--- config.mk ---
export PLATFORM = sky130hd
export DESIGN_NAME = odp_decoder
export DESIGN_NICKNAME = d
export VERILOG_FILES = /design/src/logic/odp_pkg.sv /design/src/logic/odp_decoder.sv /design/src/logic/odp_prog_mem.sv
export SDC_FILE = /design/constraint.sdc
export NUM_CORES = 1
export LEC_CHECK = 0
export ABC_AREA = 0
export BUFFER_PORTS_ARGS = -buffer_cell sky130_fd_sc_hd__buf_2
export CORE_MARGIN = 2
export CORE_UTILIZATION = 46
export CTS_CLUSTER_DIAMETER = 50
export CTS_CLUSTER_SIZE = 20
export DETAILED_ROUTE_END_ITERATION = 6
export PLACE_DENSITY_LB_ADDON = 0.2
export SYNTH_ARGS = -nofsm -noshare
export SYNTH_HDL_FRONTEND = slang
export SYNTH_SLANG_ARGS = --single-unit
export TNS_END_PERCENT = 10
--- constraint.sdc ---
create_clock -name clk_sys -period 8.7 [get_ports clk_sys]
set_clock_uncertainty 0.15 [all_clocks]
set_input_delay 0 -clock clk_sys [delete_from_list [all_inputs] [get_ports clk_sys]]
set_output_delay 0 -clock clk_sys [all_outputs]
set_load 0.05 [all_outputs]
--- src/logic/odp_pkg.sv ---
// constants and types for the partial instruction decoder
//
// Overview of operation
// [RULE1] word be32: pop stack to low accumulator
// [RULE2] upper byte 8a: pop stack to memory
// [RULE3] upper byte 76: push memory onto stack
// [RULE4] word be3c: push low accumulator
// [RULE5] top six 111011: conditional return, 4/2 cycles
// [RULE6] repeat from memory 0b or immediate bb
// [RULE7] nibble 9: store accumulator half, 3-bit shift
// [RULE8] upper byte 7c: aux register minus immediate
// [RULE9] be4x sets one selected control bit
// [RULE10] upper byte bf: product shift mode
// [RULE11] 52 square-add, 53 square-subtract
// [RULE12] 8e/8f store status zero/one
// [RULE13] ae stores next word constant, 2/2
// [RULE14] bfa with shift: subtract long constant
// [RULE15] subtract forms 3x, 65, ba
// [RULE16] 64 subtract borrow, 0a conditional subtract
// [RULE17] 66 no sign-extend, 67 temp-register shift
// [RULE18] exclusive-or 6c, bfd, be83 forms
// [RULE19] 68: zero low, load high, round
// [RULE20] word be05: subtract product register
// [RULE21] low byte is address or short constant
// [RULE22] two-word forms fetch constant, pc plus two
package odp_pkg;
  typedef logic [4:0] odp_op_type;
  typedef enum logic [3:0] {
    S_IDLE = 4'b0001,
    S_FETCH = 4'b0010,
    S_DECODE = 4'b0100,
    S_IMM = 4'b1000
  } odp_state_type;
  // register byte offsets
  localparam logic [7:0] OFS_CTRL = 8'h00;
  localparam logic [7:0] OFS_PC = 8'h04;
  localparam logic [7:0] OFS_FLAGS = 8'h08;
  localparam logic [7:0] OFS_STATUS = 8'h0c;
  localparam logic [7:0] OFS_OPWORD = 8'h10;
  localparam logic [7:0] OFS_CONST = 8'h14;
  localparam logic [7:0] OFS_RESULT = 8'h18;
  localparam logic [7:0] OFS_CTLBITS = 8'h1c;
  localparam logic [1:0] PM_WIN_SEL = 2'h1;
  localparam int PM_AW = 4;
  localparam int PM_DEPTH = 16;
  // field positions
  localparam int CTRL_START = 0;
  localparam int ST_BUSY = 0;
  localparam int ST_DONE = 1;
  localparam int ST_BAD = 2;
  localparam int RES_OP_LSB = 0;
  localparam int RES_WORDS_LSB = 8;
  localparam int RES_CYC_LSB = 12;
  localparam int RES_IND_BIT = 15;
  localparam int RES_LOW_LSB = 16;
  localparam int RES_SFT_LSB = 24;
  localparam int RES_ARS_LSB = 28;
  localparam int RES_CTP_LSB = 31;
  localparam int CB_CARRY = 0;
  localparam int CB_CNF = 1;
  localparam int CB_INTM = 2;
  localparam int CB_OVM = 3;
  localparam int CB_TC = 4;
  localparam int CB_EF = 5;
  localparam int CB_SXM = 6;
  localparam int CB_W = 7;
  // reset values
  localparam logic [PM_AW-1:0] RST_PC = 4'h0;
  localparam logic [CB_W-1:0] RST_CTL = 7'h00;
  localparam logic [3:0] RST_FLAGS = 4'h0;
  localparam logic [1:0] RESP_OKAY = 2'h0;
  localparam logic [1:0] RESP_SLVERR = 2'h2;
  // encodings
  localparam logic [15:0] OPW_POP = 16'hbe32;
  localparam logic [15:0] OPW_PUSH = 16'hbe3c;
  localparam logic [15:0] OPW_SPRD = 16'hbe05;
  localparam logic [15:0] OPW_XOR16 = 16'hbe83;
  localparam logic [15:0] OPW_RET = 16'hef00;
  localparam logic [11:0] PFX_SETB = 12'hbe4;
  localparam logic [11:0] PFX_SUBL = 12'hbfa;
  localparam logic [11:0] PFX_XORL = 12'hbfd;
  localparam logic [5:0] TOP_CRET = 6'h3b;
  localparam logic [3:0] NB_SACX = 4'h9;
  localparam logic [3:0] NB_SUB = 4'h3;
  localparam logic [7:0] UB_POPM = 8'h8a;
  localparam logic [7:0] UB_PSHM = 8'h76;
  localparam logic [7:0] UB_RPTM = 8'h0b;
  localparam logic [7:0] UB_RPTK = 8'hbb;
  localparam logic [7:0] UB_AUXS = 8'h7c;
  localparam logic [7:0] UB_PSM = 8'hbf;
  localparam logic [7:0] UB_SQAD = 8'h52;
  localparam logic [7:0] UB_SQSB = 8'h53;
  localparam logic [7:0] UB_SST0 = 8'h8e;
  localparam logic [7:0] UB_SST1 = 8'h8f;
  localparam logic [7:0] UB_STLI = 8'hae;
  localparam logic [7:0] UB_SUBH = 8'h65;
  localparam logic [7:0] UB_SUBK = 8'hba;
  localparam logic [7:0] UB_SBRW = 8'h64;
  localparam logic [7:0] UB_SBCD = 8'h0a;
  localparam logic [7:0] UB_SBNX = 8'h66;
  localparam logic [7:0] UB_SBTS = 8'h67;
  localparam logic [7:0] UB_XORM = 8'h6c;
  localparam logic [7:0] UB_ZLRD = 8'h68;
  localparam logic [3:0] SC_CARRY = 4'hf;
  localparam logic [3:0] SC_CNF = 4'h5;
  localparam logic [3:0] SC_INTM = 4'h1;
  localparam logic [3:0] SC_OVM = 4'h3;
  localparam logic [3:0] SC_TC = 4'hb;
  localparam logic [3:0] SC_EF = 4'hd;
  localparam logic [3:0] SC_SXM = 4'h7;
  // cycle counts
  localparam logic [2:0] CYC_RET_TAKEN = 3'h4;
  localparam logic [2:0] CYC_RET_SKIP = 3'h2;
  localparam logic [2:0] CYC_ONE = 3'h1;
  localparam logic [2:0] CYC_TWO = 3'h2;
  // decoded operation codes
  localparam odp_op_type OP_NONE = 5'h00;
  localparam odp_op_type OP_POP = 5'h01;
  localparam odp_op_type OP_POPM = 5'h02;
  localparam odp_op_type OP_PSHM = 5'h03;
  localparam odp_op_type OP_PUSH = 5'h04;
  localparam odp_op_type OP_CRET = 5'h05;
  localparam odp_op_type OP_RPTM = 5'h06;
  localparam odp_op_type OP_RPTK = 5'h07;
  localparam odp_op_type OP_STAH = 5'h08;
  localparam odp_op_type OP_STAL = 5'h09;
  localparam odp_op_type OP_AUXS = 5'h0a;
  localparam odp_op_type OP_SETB = 5'h0b;
  localparam odp_op_type OP_PSM = 5'h0c;
  localparam odp_op_type OP_SQAD = 5'h0d;
  localparam odp_op_type OP_SQSB = 5'h0e;
  localparam odp_op_type OP_SST0 = 5'h0f;
  localparam odp_op_type OP_SST1 = 5'h10;
  localparam odp_op_type OP_STLI = 5'h11;
  localparam odp_op_type OP_SUBL = 5'h12;
  localparam odp_op_type OP_SUBM = 5'h13;
  localparam odp_op_type OP_SUBH = 5'h14;
  localparam odp_op_type OP_SUBK = 5'h15;
  localparam odp_op_type OP_SBRW = 5'h16;
  localparam odp_op_type OP_SBCD = 5'h17;
  localparam odp_op_type OP_SBNX = 5'h18;
  localparam odp_op_type OP_SBTS = 5'h19;
  localparam odp_op_type OP_XORM = 5'h1a;
  localparam odp_op_type OP_XORL = 5'h1b;
  localparam odp_op_type OP_XOR16 = 5'h1c;
  localparam odp_op_type OP_ZLRD = 5'h1d;
  localparam odp_op_type OP_SPRD = 5'h1e;
endpackage

--- src/logic/odp_decoder.sv ---
// partial instruction decoder with axi4-lite register access
//
// Decided for this implementation: register access over AXI4-Lite and the placing of the registers.
`timescale 1ns/100ps
module odp_decoder
  import odp_pkg::*;
(
  // clock and reset
  input wire logic clk_sys,
  input wire logic rst,
  // axi4-lite write
  input wire logic [7:0] s_axi_awaddr,
  input wire logic s_axi_awvalid,
  output logic s_axi_awready,
  input wire logic [31:0] s_axi_wdata,
  input wire logic [3:0] s_axi_wstrb,
  input wire logic s_axi_wvalid,
  output logic s_axi_wready,
  output logic [1:0] s_axi_bresp,
  output logic s_axi_bvalid,
  input wire logic s_axi_bready,
  // axi4-lite read
  input wire logic [7:0] s_axi_araddr,
  input wire logic s_axi_arvalid,
  output logic s_axi_arready,
  output logic [31:0] s_axi_rdata,
  output logic [1:0] s_axi_rresp,
  output logic s_axi_rvalid,
  input wire logic s_axi_rready,
  // control bits
  output logic [CB_W-1:0] control_bits,
  output logic external_flag_output
);
  // ---------------------------------------------------------------
  // decode functions
  // ---------------------------------------------------------------
  function automatic logic [CB_W-1:0] setb_mask(input logic [3:0] n);
    logic [CB_W-1:0] m;
    m = '0;
    if (n == SC_CARRY) m[CB_CARRY] = 1'b1;
    else if (n == SC_CNF) m[CB_CNF] = 1'b1;
    else if (n == SC_INTM) m[CB_INTM] = 1'b1;
    else if (n == SC_OVM) m[CB_OVM] = 1'b1;
    else if (n == SC_TC) m[CB_TC] = 1'b1;
    else if (n == SC_EF) m[CB_EF] = 1'b1;
    else if (n == SC_SXM) m[CB_SXM] = 1'b1;
    return m;
  endfunction

  // the bfa and bfd long-immediate forms share the bf upper byte, so they go first
  function automatic odp_op_type decode_op(input logic [15:0] w);
    logic [7:0] ub;
    odp_op_type op;
    ub = w[15:8];
    op = OP_NONE;
    if (w == OPW_POP) op = OP_POP; // RULE1
    else if (w == OPW_PUSH) op = OP_PUSH; // RULE4
    else if (w == OPW_SPRD) op = OP_SPRD; // RULE20
    else if (w == OPW_XOR16) op = OP_XOR16; // RULE18
    else if (w[15:4] == PFX_SETB && setb_mask(w[3:0]) != '0)
      op = OP_SETB; // RULE9
    else if (w[15:4] == PFX_SUBL) op = OP_SUBL; // RULE14
    else if (w[15:4] == PFX_XORL) op = OP_XORL; // RULE18
    else if (w[15:10] == TOP_CRET) op = OP_CRET; // RULE5
    else if (w[15:12] == NB_SACX)
      op = w[11] ? OP_STAH : OP_STAL; // RULE7
    else if (w[15:12] == NB_SUB) op = OP_SUBM; // RULE15
    else if (ub == UB_POPM) op = OP_POPM; // RULE2
    else if (ub == UB_PSHM) op = OP_PSHM; // RULE3
    else if (ub == UB_RPTM) op = OP_RPTM; // RULE6
    else if (ub == UB_RPTK) op = OP_RPTK; // RULE6
    else if (ub == UB_AUXS) op = OP_AUXS; // RULE8
    else if (ub == UB_PSM) op = OP_PSM; // RULE10
    else if (ub == UB_SQAD) op = OP_SQAD; // RULE11
    else if (ub == UB_SQSB) op = OP_SQSB; // RULE11
    else if (ub == UB_SST0) op = OP_SST0; // RULE12
    else if (ub == UB_SST1) op = OP_SST1; // RULE12
    else if (ub == UB_STLI) op = OP_STLI; // RULE13
    else if (ub == UB_SUBH) op = OP_SUBH; // RULE15
    else if (ub == UB_SUBK) op = OP_SUBK; // RULE15
    else if (ub == UB_SBRW) op = OP_SBRW; // RULE16
    else if (ub == UB_SBCD) op = OP_SBCD; // RULE16
    else if (ub == UB_SBNX) op = OP_SBNX; // RULE17
    else if (ub == UB_SBTS) op = OP_SBTS; // RULE17
    else if (ub == UB_XORM) op = OP_XORM; // RULE18
    else if (ub == UB_ZLRD) op = OP_ZLRD; // RULE19
    return op;
  endfunction

  function automatic logic two_word(input odp_op_type op);
    return op == OP_STLI || op == OP_SUBL || op == OP_XORL ||
           op == OP_XOR16;
  endfunction

  function automatic logic short_imm(input odp_op_type op);
    return op == OP_RPTK || op == OP_AUXS || op == OP_SUBK;
  endfunction

  function automatic logic has_addr(input odp_op_type op);
    return !(short_imm(op) || two_word(op) || op == OP_NONE ||
             op == OP_POP || op == OP_PUSH || op == OP_SPRD ||
             op == OP_CRET || op == OP_SETB) || op == OP_STLI;
  endfunction

  function automatic logic [31:0] merge(input logic [31:0] o,
    input logic [31:0] n, input logic [3:0] s);
    logic [31:0] r;
    r = o;
    for (int i = 0; i < 4; i++)
      if (s[i]) r[i*8 +: 8] = n[i*8 +: 8];
    return r;
  endfunction

  // ---------------------------------------------------------------
  // state
  // ---------------------------------------------------------------
  odp_state_type state_reg, state_next;
  logic awready_reg, wready_reg, bvalid_reg, arready_reg, rvalid_reg;
  logic aw_held_reg, w_held_reg;
  logic [7:0] awaddr_reg;
  logic [31:0] wdata_reg, rdata_reg;
  logic [3:0] wstrb_reg;
  logic [1:0] bresp_reg, rresp_reg;
  logic [PM_AW-1:0] pc_reg;
  logic [3:0] flags_reg;
  logic [CB_W-1:0] ctl_reg;
  logic [15:0] opword_reg, const_reg;
  odp_op_type op_reg;
  logic [1:0] words_reg;
  logic [2:0] cyc_reg, ars_reg;
  logic [3:0] sft_reg;
  logic [7:0] low_reg;
  logic ind_reg, ctp_reg, done_reg, bad_reg;
  logic [15:0] mem_rdata;

  // ---------------------------------------------------------------
  // bus decode
  // ---------------------------------------------------------------
  wire aw_take = s_axi_awvalid & awready_reg;
  wire w_take = s_axi_wvalid & wready_reg;
  wire wr_fire = aw_held_reg & w_held_reg & ~bvalid_reg;
  wire ar_take = s_axi_arvalid & arready_reg;
  wire aw_held_next = (aw_held_reg & ~wr_fire) | aw_take;
  wire w_held_next = (w_held_reg & ~wr_fire) | w_take;
  wire bvalid_next = (bvalid_reg & ~s_axi_bready) | wr_fire;
  wire rvalid_next = (rvalid_reg & ~s_axi_rready) | ar_take;
  wire busy = state_reg != S_IDLE;
  wire wr_ctrl = wr_fire && awaddr_reg == OFS_CTRL;
  wire wr_pc = wr_fire && awaddr_reg == OFS_PC;
  wire wr_flags = wr_fire && awaddr_reg == OFS_FLAGS;
  wire wr_status = wr_fire && awaddr_reg == OFS_STATUS;
  wire wr_ctl = wr_fire && awaddr_reg == OFS_CTLBITS;
  wire wr_pm = wr_fire && awaddr_reg[7:6] == PM_WIN_SEL &&
               awaddr_reg[1:0] == 2'h0;
  wire wr_ro = wr_fire && (awaddr_reg == OFS_OPWORD ||
               awaddr_reg == OFS_CONST || awaddr_reg == OFS_RESULT);
  wire wr_ok = wr_ctrl | wr_pc | wr_flags | wr_status | wr_ctl |
               wr_pm | wr_ro;
  wire [31:0] wr_val = merge(32'h0, wdata_reg, wstrb_reg);
  // a start while busy is dropped; software polls busy first
  wire start = wr_ctrl & wr_val[CTRL_START] & ~busy;
  // the memory takes only whole half-words
  wire pm_we = wr_pm & (&wstrb_reg[1:0]);
  wire [31:0] result_word = {ctp_reg, ars_reg, sft_reg, low_reg,
    ind_reg, cyc_reg, 2'h0, words_reg, 3'h0, op_reg};
  wire [31:0] status_word = {29'h0, bad_reg, done_reg, busy};
  wire rd_pm = s_axi_araddr[7:6] == PM_WIN_SEL &&
               s_axi_araddr[1:0] == 2'h0;
  wire [31:0] rd_val =
    s_axi_araddr == OFS_CTRL ? 32'h0 :
    s_axi_araddr == OFS_PC ? {28'h0, pc_reg} :
    s_axi_araddr == OFS_FLAGS ? {28'h0, flags_reg} :
    s_axi_araddr == OFS_STATUS ? status_word :
    s_axi_araddr == OFS_OPWORD ? {16'h0, opword_reg} :
    s_axi_araddr == OFS_CONST ? {16'h0, const_reg} :
    s_axi_araddr == OFS_RESULT ? result_word :
    s_axi_araddr == OFS_CTLBITS ? {25'h0, ctl_reg} : 32'h0;
  wire rd_ok = rd_pm || s_axi_araddr[7:5] == 3'h0 &&
               s_axi_araddr[1:0] == 2'h0;

  // ---------------------------------------------------------------
  // decode of the fetched word
  // ---------------------------------------------------------------
  wire in_decode = state_reg == S_DECODE;
  wire in_imm = state_reg == S_IMM;
  wire odp_op_type dec_op = decode_op(mem_rdata);
  wire dec_two = two_word(dec_op);
  wire dec_addr = has_addr(dec_op);
  // return is taken when every selected condition holds
  wire dec_taken = (flags_reg & mem_rdata[7:4]) == mem_rdata[7:4];
  wire [2:0] dec_cyc =
    dec_op == OP_NONE ? 3'h0 :
    dec_op == OP_CRET ? (dec_taken ? CYC_RET_TAKEN : CYC_RET_SKIP) :
    dec_two ? CYC_TWO : CYC_ONE; // RULE5 RULE13 RULE14 RULE18
  wire [3:0] dec_sft =
    (dec_op == OP_STAH || dec_op == OP_STAL) ?
      {1'b0, mem_rdata[10:8]} : // RULE7
    dec_op == OP_SUBM ? mem_rdata[11:8] : // RULE15
    (dec_op == OP_SUBL || dec_op == OP_XORL) ?
      mem_rdata[3:0] : 4'h0; // RULE14 RULE18
  wire [CB_W-1:0] dec_set =
    (in_decode && dec_op == OP_SETB) ? setb_mask(mem_rdata[3:0]) : '0;
  wire finish = (in_decode & ~dec_two) | in_imm;
  wire [PM_AW-1:0] mem_raddr = in_decode ? PM_AW'(pc_reg + 1'b1) :
                               pc_reg; // RULE22

  odp_prog_mem u_mem (
    .clk_sys(clk_sys),
    .wr_en(pm_we),
    .wr_addr(awaddr_reg[PM_AW+1:2]),
    .wr_data(wdata_reg[15:0]),
    .rd_addr(mem_raddr),
    .rd_data(mem_rdata)
  );

  always_comb
  begin
    state_next = state_reg;
    case (state_reg)
      S_IDLE: if (start) state_next = S_FETCH;
      S_FETCH: state_next = S_DECODE;
      S_DECODE: state_next = dec_two ? S_IMM : S_IDLE; // RULE22
      S_IMM: state_next = S_IDLE;
      default: state_next = S_IDLE;
    endcase
  end

  // ---------------------------------------------------------------
  // bus channels
  // ---------------------------------------------------------------
  always_ff @(posedge clk_sys)
  begin
    if (rst)
    begin
      awready_reg <= 1'b1;
      wready_reg <= 1'b1;
      aw_held_reg <= 1'b0;
      w_held_reg <= 1'b0;
      bvalid_reg <= 1'b0;
      bresp_reg <= RESP_OKAY;
      arready_reg <= 1'b1;
      rvalid_reg <= 1'b0;
      rresp_reg <= RESP_OKAY;
      rdata_reg <= 32'h0;
      awaddr_reg <= 8'h0;
      wdata_reg <= 32'h0;
      wstrb_reg <= 4'h0;
    end
    else
    begin
      awready_reg <= ~aw_held_next;
      wready_reg <= ~w_held_next;
      aw_held_reg <= aw_held_next;
      w_held_reg <= w_held_next;
      bvalid_reg <= bvalid_next;
      arready_reg <= ~rvalid_next;
      rvalid_reg <= rvalid_next;
      if (aw_take) awaddr_reg <= s_axi_awaddr;
      if (w_take) wdata_reg <= s_axi_wdata;
      if (w_take) wstrb_reg <= s_axi_wstrb;
      if (wr_fire) bresp_reg <= wr_ok ? RESP_OKAY : RESP_SLVERR;
      if (ar_take) rdata_reg <= rd_ok ? rd_val : 32'h0;
      if (ar_take) rresp_reg <= rd_ok ? RESP_OKAY : RESP_SLVERR;
    end
  end

  // ---------------------------------------------------------------
  // sequencer and decoded results
  // ---------------------------------------------------------------
  always_ff @(posedge clk_sys)
  begin
    if (rst)
    begin
      state_reg <= S_IDLE;
      pc_reg <= RST_PC;
      flags_reg <= RST_FLAGS;
      ctl_reg <= RST_CTL;
      done_reg <= 1'b0;
      bad_reg <= 1'b0;
      opword_reg <= 16'h0;
      const_reg <= 16'h0;
      op_reg <= OP_NONE;
      words_reg <= 2'h0;
      cyc_reg <= 3'h0;
      sft_reg <= 4'h0;
      low_reg <= 8'h0;
      ind_reg <= 1'b0;
      ars_reg <= 3'h0;
      ctp_reg <= 1'b0;
    end
    else
    begin
      state_reg <= state_next;
      if (wr_flags) flags_reg <= wr_val[3:0];
      // a set from the decoder wins over a software write
      ctl_reg <= (wr_ctl ? wr_val[CB_W-1:0] : ctl_reg) | dec_set; // RULE9
      done_reg <= finish | (done_reg & ~start &
                  ~(wr_status & wr_val[ST_DONE]));
      if (wr_pc && !busy) pc_reg <= wr_val[PM_AW-1:0];
      // one step per fetched word, so two-word forms end two ahead
      else if (in_decode | in_imm) pc_reg <= PM_AW'(pc_reg + 1'b1); // RULE22
      if (in_imm) const_reg <= mem_rdata; // RULE13 RULE22
      if (in_decode)
      begin
        opword_reg <= mem_rdata;
        op_reg <= dec_op;
        bad_reg <= dec_op == OP_NONE;
        words_reg <= dec_op == OP_NONE ? 2'h0 : dec_two ? 2'h2 : 2'h1;
        cyc_reg <= dec_cyc;
        sft_reg <= dec_sft;
        low_reg <= mem_rdata[7:0]; // RULE21
        ind_reg <= dec_addr & mem_rdata[7]; // RULE21
        ars_reg <= dec_addr & mem_rdata[7] ? mem_rdata[2:0] : 3'h0;
        ctp_reg <= dec_op == OP_CRET ? mem_rdata[8] : 1'b0;
      end
    end
  end

  assign s_axi_awready = awready_reg;
  assign s_axi_wready = wready_reg;
  assign s_axi_bvalid = bvalid_reg;
  assign s_axi_bresp = bresp_reg;
  assign s_axi_arready = arready_reg;
  assign s_axi_rvalid = rvalid_reg;
  assign s_axi_rdata = rdata_reg;
  assign s_axi_rresp = rresp_reg;
  assign control_bits = ctl_reg;
  assign external_flag_output = ctl_reg[CB_EF];
endmodule // odp_decoder

--- src/logic/odp_prog_mem.sv ---
// small program memory with registered read data
`timescale 1ns/100ps
module odp_prog_mem
  import odp_pkg::*;
(
  // clock
  input wire logic clk_sys,
  // write side
  input wire logic wr_en,
  input wire logic [PM_AW-1:0] wr_addr,
  input wire logic [15:0] wr_data,
  // read side
  input wire logic [PM_AW-1:0] rd_addr,
  output logic [15:0] rd_data
);
  logic [15:0] mem [PM_DEPTH];

  always_ff @(posedge clk_sys)
  begin
    if (wr_en)
    begin
      mem[wr_addr] <= wr_data;
    end
    rd_data <= mem[rd_addr];
  end
endmodule // odp_prog_mem

==> results of run 1 <==
## metal layers
metal / wire [microns] / up-vias / part of all wire (%) / track usage (%)
met5: 18 / - / 0.044 / 0
met4: 993 / 2 / 2.4 / 6.19
met3: 1690 / 78 / 4.1 / 2.92
met2: 21400 / 268 / 52 / 39.3
met1: 17100 / 5401 / 41 / 27.9
li1: - / 4927 / - / -
## worst paths after layout
check             cells past startpoint               end       startpoint
hold reg to reg                       2      const_reg[2]     const_reg[2]
setup / recovery                      8  u_mem.rd_data[9]     state_reg[1]
hold / removal                        6    s_axi_rdata[0]  s_axi_araddr[5]
setup reg to reg                      8  u_mem.rd_data[9]     state_reg[1]
## synthesized netlist by cell type, drive strengths merged, types with 3 or more instances
| library cell | n | area, sq um |
|---|---|---|
| a31oi | 5 | 31.3 |
| o21ai | 24 | 120 |
| mux2i | 13 | 130 |
| nor2 | 92 | 345 |
| nand4 | 7 | 43.8 |
| a2111oi | 5 | 87.6 |
| nand2 | 166 | 623 |
| or3 | 3 | 18.8 |
| inv | 14 | 52.6 |
| nand4b | 7 | 67.6 |
| nand3b | 8 | 60.1 |
| nand2b | 9 | 56.3 |
| nand3 | 21 | 105 |
| o211ai | 3 | 22.5 |
| and2 | 4 | 30.0 |
| a21oi | 95 | 479 |
| nor4b | 4 | 41.3 |
| mux2 | 5 | 56.3 |
| clkbuf | 53 | 199 |
| nor4 | 18 | 119 |
| a221oi | 4 | 35.0 |
| and3 | 5 | 31.3 |
| or3b | 4 | 37.5 |
| mux4 | 83 | 1870 |
| dfxtp | 155 | 3100 |
| edfxtp | 256 | 7690 |
| a211oi | 8 | 60.1 |
| nor3 | 36 | 191 |
| xor2 | 3 | 26.3 |
| nor2b | 7 | 43.8 |
| nor3b | 4 | 30.0 |
| xnor2 | 4 | 42.6 |
| a22oi | 31 | 233 |
| buf | 29 | 154 |
## logic make-up after synthesis
group                      count (synthesis)  synth area share [%]
adders and majority gates                  1                0.0756
AOI/OAI and AO/OA                        198                  7.77
buffers and inverters                     96                  2.45
xor gates and xnor gates                   7                 0.416
and+or+nand+nor                          404                  11.6
DFF                                      411                  65.2
muxes                                    101                  12.4
other                                      1                0.0227
## worst max-delay path: stages, from the launching register on
cell      delay [ns]
dfxtp_1         0.35
nand2b_1        0.21
nor3_4          0.12
buf_4           0.48
xnor2_4         0.16
buf_4           0.45
buf_4           0.76
mux4_2          0.61
mux4_2          0.52
## power groups by stage
stage | clock, mW | sequential [mW] | combinational, mW
after CTS | 1.91 | 2.11 | 0.101
after detailed placement | 0 | 2.15 | 0.0747
final | 1.88 | 2.11 | 0.104
after floorplan | 0 | 2.14 | 0.0459
after global placement | 0 | 2.15 | 0.0739
after global routing | 1.98 | 2.11 | 0.112
## layout make-up
| class | instances | area, sq um |
|---|---|---|
| flip-flops and latches | 411 | 10800 |
| repair buffers | 186 | 1360 |
| well taps | 461 | 577 |
| clock inverters | 29 | 392 |
| clock buffers | 45 | 1080 |
| inverters | 14 | 52.6 |
| multi-input cells | 713 | 5450 |
| fillers | 2829 | 15800 |
==> results.yml, run 1 <==
final_layout:
  nets: 1426
  finalNonFillerCells: 1859
  utilization_pct: 55.6
  final_area_sq_mm: 0.0197
  antenna_cells: 0
  syn2layout_area_growth_pct: 19.1
  final_common_cell: "edfxtp_1"
  final_cell_mix: "edfxtp_1, nand2_1, dfxtp_1"
  top_register: "u_mem.mem"
  largest_register_ffs: 256
  drive_gt1_share_pct: 21.9
yosys:
  syn_inst: 1219
  yosys_warnings: 0
  synth.distinct_cells: 76
  yosysSeqAreaShare_pct: 65.2
  syn_area_sq_mm: 0.0166
  synth_edf_count: 256
  syn_area_per_cell_sq_um: 13.6
  synthArstFlopShare_pct: 0
  ys_ff_latch: 411
  ys.flop_type: "edfxtp_1"
floorplanning:
  placementRows: 69
  die_area_sq_mm: 0.0375
  floorplan.initialDensity_pct: 46.6
  chipWidth_microns: 194
  die_y_microns: 194
  ios: 108
  core_area_sq_mm: 0.0355
detailed_routing:
  vias: 10676
  drt-wirelength-per-cell_microns: 22.1
  wl_microns: 41100
  drtPass1Iterations: 5
  routed_via_density: 5.74
  first_iter_violations: 868
  route.detailed.drc: 0
  final_antenna_net_count: 0
timing:
  setup-tns-final_ns: 0
  timing.slew.headroom_pct: 20.3
  drv_slew: 0
  period_minus_slack_ns: 4.01
  fin_crit_sh_pct: 46.1
  finalSetupViolations: 0
  fmax_mhz: 249
  layout_setup_ws_ns: 4.69
  hold_viol: 0
  rsz0062_at_grt: "no"
  holdWs_ns: 0.0230
  worstMarginPinSlew_ns: 1.19
place:
  placed_area_sq_mm: 0.0175
  gp_congestion: 0.860
  hpwl_microns: 23700
  numPlacedInstances: 1712
  place_ws_ns: 4.67
  io_buffers: 87
cts:
  numCtsBuffers: 40
  clock_latency_ns: 0.56
  tritoncts: "yes"
  cts-root-buf: "clkbuf_16"
  hold_buffers: 73
  cts_setup_buffers: 0
  path_clk_slew_ns: 0.07
  numClockSinks: 411
  cts_max_level: 2
  clockBufferDepth: 3
  cts-resized-gates: 0
status:
  status: "completed"
global_route:
  gr-usage-all-layers_pct: 21.9
  overflow: 0
  grt_pass1_vias: 10682
  grt_pass1_wl_microns: 63200
  grt_max_degree: 76
  antenna_found_initial: 1
power:
  internal-power_mw: 3.18
  power_density_mw_per_mm2: 208
  netSwitchingPower_mw: 0.911
  power_frac_seq_pct: 51.5
  leakage_nw: 6.92
  irDropWorstVdd_mv: 0.180
  finalPower_mw: 4.09
  p_sw_share_pct: 22.3
  p_clk_share_pct: 45.9
  p_comb_share_pct: 2.5
critical_path:
  cp_max_fo: 42
  required_ns: 8.94
  arrival_ns: 4.25
  end_kind: "register"
  path_class: "register to register"
  start_kind: "register"
  r2r_slack_ns: 4.69
run:
  max_cap_violations: 0
min_path:
  min_path_type: "input pin to register"
Note: power is estimated with default switching activity, not from simulation.
==> run 2, diff against run 1 <==
--- a/config.mk
+++ b/config.mk
@@ -5,7 +5,7 @@
 export SDC_FILE = /design/constraint.sdc
 export NUM_CORES = 1
 export LEC_CHECK = 0
-export ABC_AREA = 0
+export ABC_AREA = 1
 export BUFFER_PORTS_ARGS = -buffer_cell sky130_fd_sc_hd__buf_2
 export CORE_MARGIN = 2
 export CORE_UTILIZATION = 46
==> constraint.sdc (replaced) <==
create_clock -name clk_sys -period 4.2 [get_ports clk_sys]
set_clock_uncertainty 0.15 [all_clocks]
set_input_delay 0 -clock clk_sys [delete_from_list [all_inputs] [get_ports clk_sys]]
set_output_delay 0 -clock clk_sys [all_outputs]
set_load 0.05 [all_outputs]
==> run 2 against run 1 <==
Net effect:
- routed wire length grew 7.6%
- final cell count grew 22%
- count of clock-buffer cells in the layout shrank 7
- clock power grew 80%
- register-to-register slack lost 3.6 ns
- sequential power grew 110%
- setup slack lost 3.6 ns
- critical path depth grew 3
- critical endpoint is now u_mem.rd_data[15]
==> results.yml, run 2 <==
yosys:
  synthXorXnorAreaFrac_pct: 0.158
  synth_edf_count: 256
  ys_ff_latch: 411
  synth.distinct_cells: 40
  synth_compound_area_share_pct: 15.3
  synth_top_cell_area_share_pct: 46.2
  synth_common_cells: "nor2_1, edfxtp_1, nand2_1, o21ai_0, dfxtp_1"
  synthAdderAreaFrac_pct: 0.0752
  yosys_warnings: 0
  yosysSeqAreaShare_pct: 64.9
  ys.flop_type: "edfxtp_1"
  synth_most_common_cell: "nor2_1"
  syn_inst: 1657
  yosysTopAreaCell: "edfxtp_1"
  synth-simple-area-share_pct: 14.8
  synth_top_family_by_area: "compound AO/OA/AOI/OAI gates"
  synth_area_leaders: "edfxtp_1, dfxtp_1, o21ai_0, nor2_1, nand2_1"
  synth_mux_area_share_pct: 0
  synthArstFlopShare_pct: 0
  syn_area_sq_mm: 0.0166
  syn_area_per_cell_sq_um: 10.0
power:
  p_comb_share_pct: 3.0
  power_density_mw_per_mm2: 413
  p_sw_share_pct: 22.4
  power_frac_seq_pct: 55.0
  finalPower_mw: 8.03
  internal-power_mw: 6.23
  irDropWorstVdd_mv: 0.334
  netSwitchingPower_mw: 1.80
  p_clk_share_pct: 42.1
  leakage_nw: 7.12
place:
  io_buffers: 87
  hpwl_microns: 26500
  numPlacedInstances: 2148
  gp_congestion: 0.865
timing:
  rsz0062_at_grt: "no"
  timing.slew.headroom_pct: 26.2
  finalSetupViolations: 0
  worstMarginPinSlew_ns: 1.10
  hold_viol: 0
  setup-tns-final_ns: 0
  holdWs_ns: 0.0115
  fmax_mhz: 322
  period_minus_slack_ns: 3.11
  fin_crit_sh_pct: 74.0
  drv_slew: 0
final_layout:
  antenna_cells: 0
  utilization_pct: 54.6
  final_cell_mix: "edfxtp_1, nor2_1, nand2_1"
  top_register: "u_mem.mem"
  largest_register_ffs: 256
  finalNonFillerCells: 2276
  syn2layout_area_growth_pct: 16.8
  drive_gt1_share_pct: 11.7
  final_common_cell: "edfxtp_1"
  nets: 1847
critical_path:
  required_ns: 4.47
  start_kind: "register"
  arrival_ns: 3.38
  cp_slowest_stage_delay_ns: 0.60
  end_kind: "register"
  cp_slowest_cell: "buf_4"
  path_class: "register to register"
  crit_path_cell_trace: "nor2_1 > inv_2 > nor3_4 > inv_2 > nand2_1 > o21ai_4 > buf_4 > o21ai_0 > o221ai_1 > nand3_1 > nand2_1"
  cp_max_fo: 64
detailed_routing:
  route.detailed.drc: 0
  routed_via_density: 5.65
  drt-wirelength-per-cell_microns: 19.4
  wl_microns: 44300
  vias: 12851
  first_iter_violations: 1063
  final_antenna_net_count: 0
  drtPass1Iterations: 5
cts:
  cts-resized-gates: 0
  numClockSinks: 411
  cts_max_level: 2
  cts-root-buf: "clkbuf_16"
  tritoncts: "yes"
  path_clk_slew_ns: 0.07
  numCtsBuffers: 36
  clockBufferDepth: 3
  clock_latency_ns: 0.54
  hold_buffers: 62
  cts_setup_buffers: 0
floorplanning:
  core_area_sq_mm: 0.0356
  chipWidth_microns: 194
  placementRows: 69
  die_y_microns: 194
  die_area_sq_mm: 0.0377
  floorplan.initialDensity_pct: 46.8
  ios: 108
global_route:
  gr-usage-all-layers_pct: 23.1
  grt_pass1_vias: 12247
  antenna_found_initial: 0
  grt_pass1_wl_microns: 68500
  grt_max_degree: 129
  overflow: 0
run:
  max_cap_violations: 0
status:
  status: "completed"
min_path:
  min_path_type: "input pin to register"
-- run 2: changes by cell type in the layout (fill, tap and decap cells not counted), sizes merged, moves of 47 or more --
| cell | change |
|---|---|
| mux4 | -83 |
| nor2 | +167 |
| inv | +97 |
| nand2 | +51 |
| o221ai | +50 |
| o21ai | +195 |
| nand3 | +47 |
-- run 2: critical path: cells and delay by family (launching register included) --
| family | cells | cell delay (ns) |
|---|---|---|
| buf+inv | 3 | 1.26 |
| simple gates | 5 | 0.63 |
| compound gates | 3 | 0.54 |
| flops | 1 | 0.36 |
-- run 2: power by group through the flow --
stage / logic, mW / clock network, mW / registers, mW
global placement: 0.182 / 0 / 4.50
CTS: 0.233 / 3.42 / 4.41
floorplan: 0.113 / 0 / 4.48
global route: 0.262 / 3.57 / 4.42
detailed placement: 0.185 / 0 / 4.50
finish: 0.239 / 3.38 / 4.41
-- run 2: cell families (layout without fill, tap and decap cells) --
logic type	after synthesis	count (layout)
simple gates	598	598
compound gates	443	443
flops	411	411
buf+inv	200	357
xor+xnor	3	3
fa+ha+maj	1	1
other cells	1	2
-- run 2: stage by stage --
step	cell area [sq um]	setup WS, ns
CTS	19400	1.15
finish	19400	1.09
detailed placement	17600	1.19
global route	19400	0.896
global placement	17600	1.23
floorplan	16600	1.40
-- run 2: final timing paths --
path	start	to	slack, ns	cells after the start
min reg2reg	opword_reg[10]	opword_reg[10]	0.30	2
max reg2reg	state_reg[1]	u_mem.rd_data[15]	1.09	11
max	state_reg[1]	u_mem.rd_data[15]	1.09	11
min	s_axi_araddr[4]	s_axi_rdata[0]	0.01	8
-- run 2: layout make-up --
| cell class | instances | area, sq um |
|---|---|---|
| inverters | 111 | 418 |
| fillers | 3141 | 16100 |
| multi-input cells | 1047 | 5110 |
| repair buffers | 180 | 1310 |
| clock buffers | 38 | 930 |
| clock inverters | 28 | 278 |
| flip-flops and latches | 411 | 10800 |
| well taps | 461 | 577 |
-- run 2: layer usage --
layer  wire length, microns  track usage (%)  up-vias
li1                       -                -     6122
met4                    833             5.44        0
met1                  19100             31.6     6222
met3                   2900             3.20       63
met2                  21400             39.2      444
met5                      0                0        -
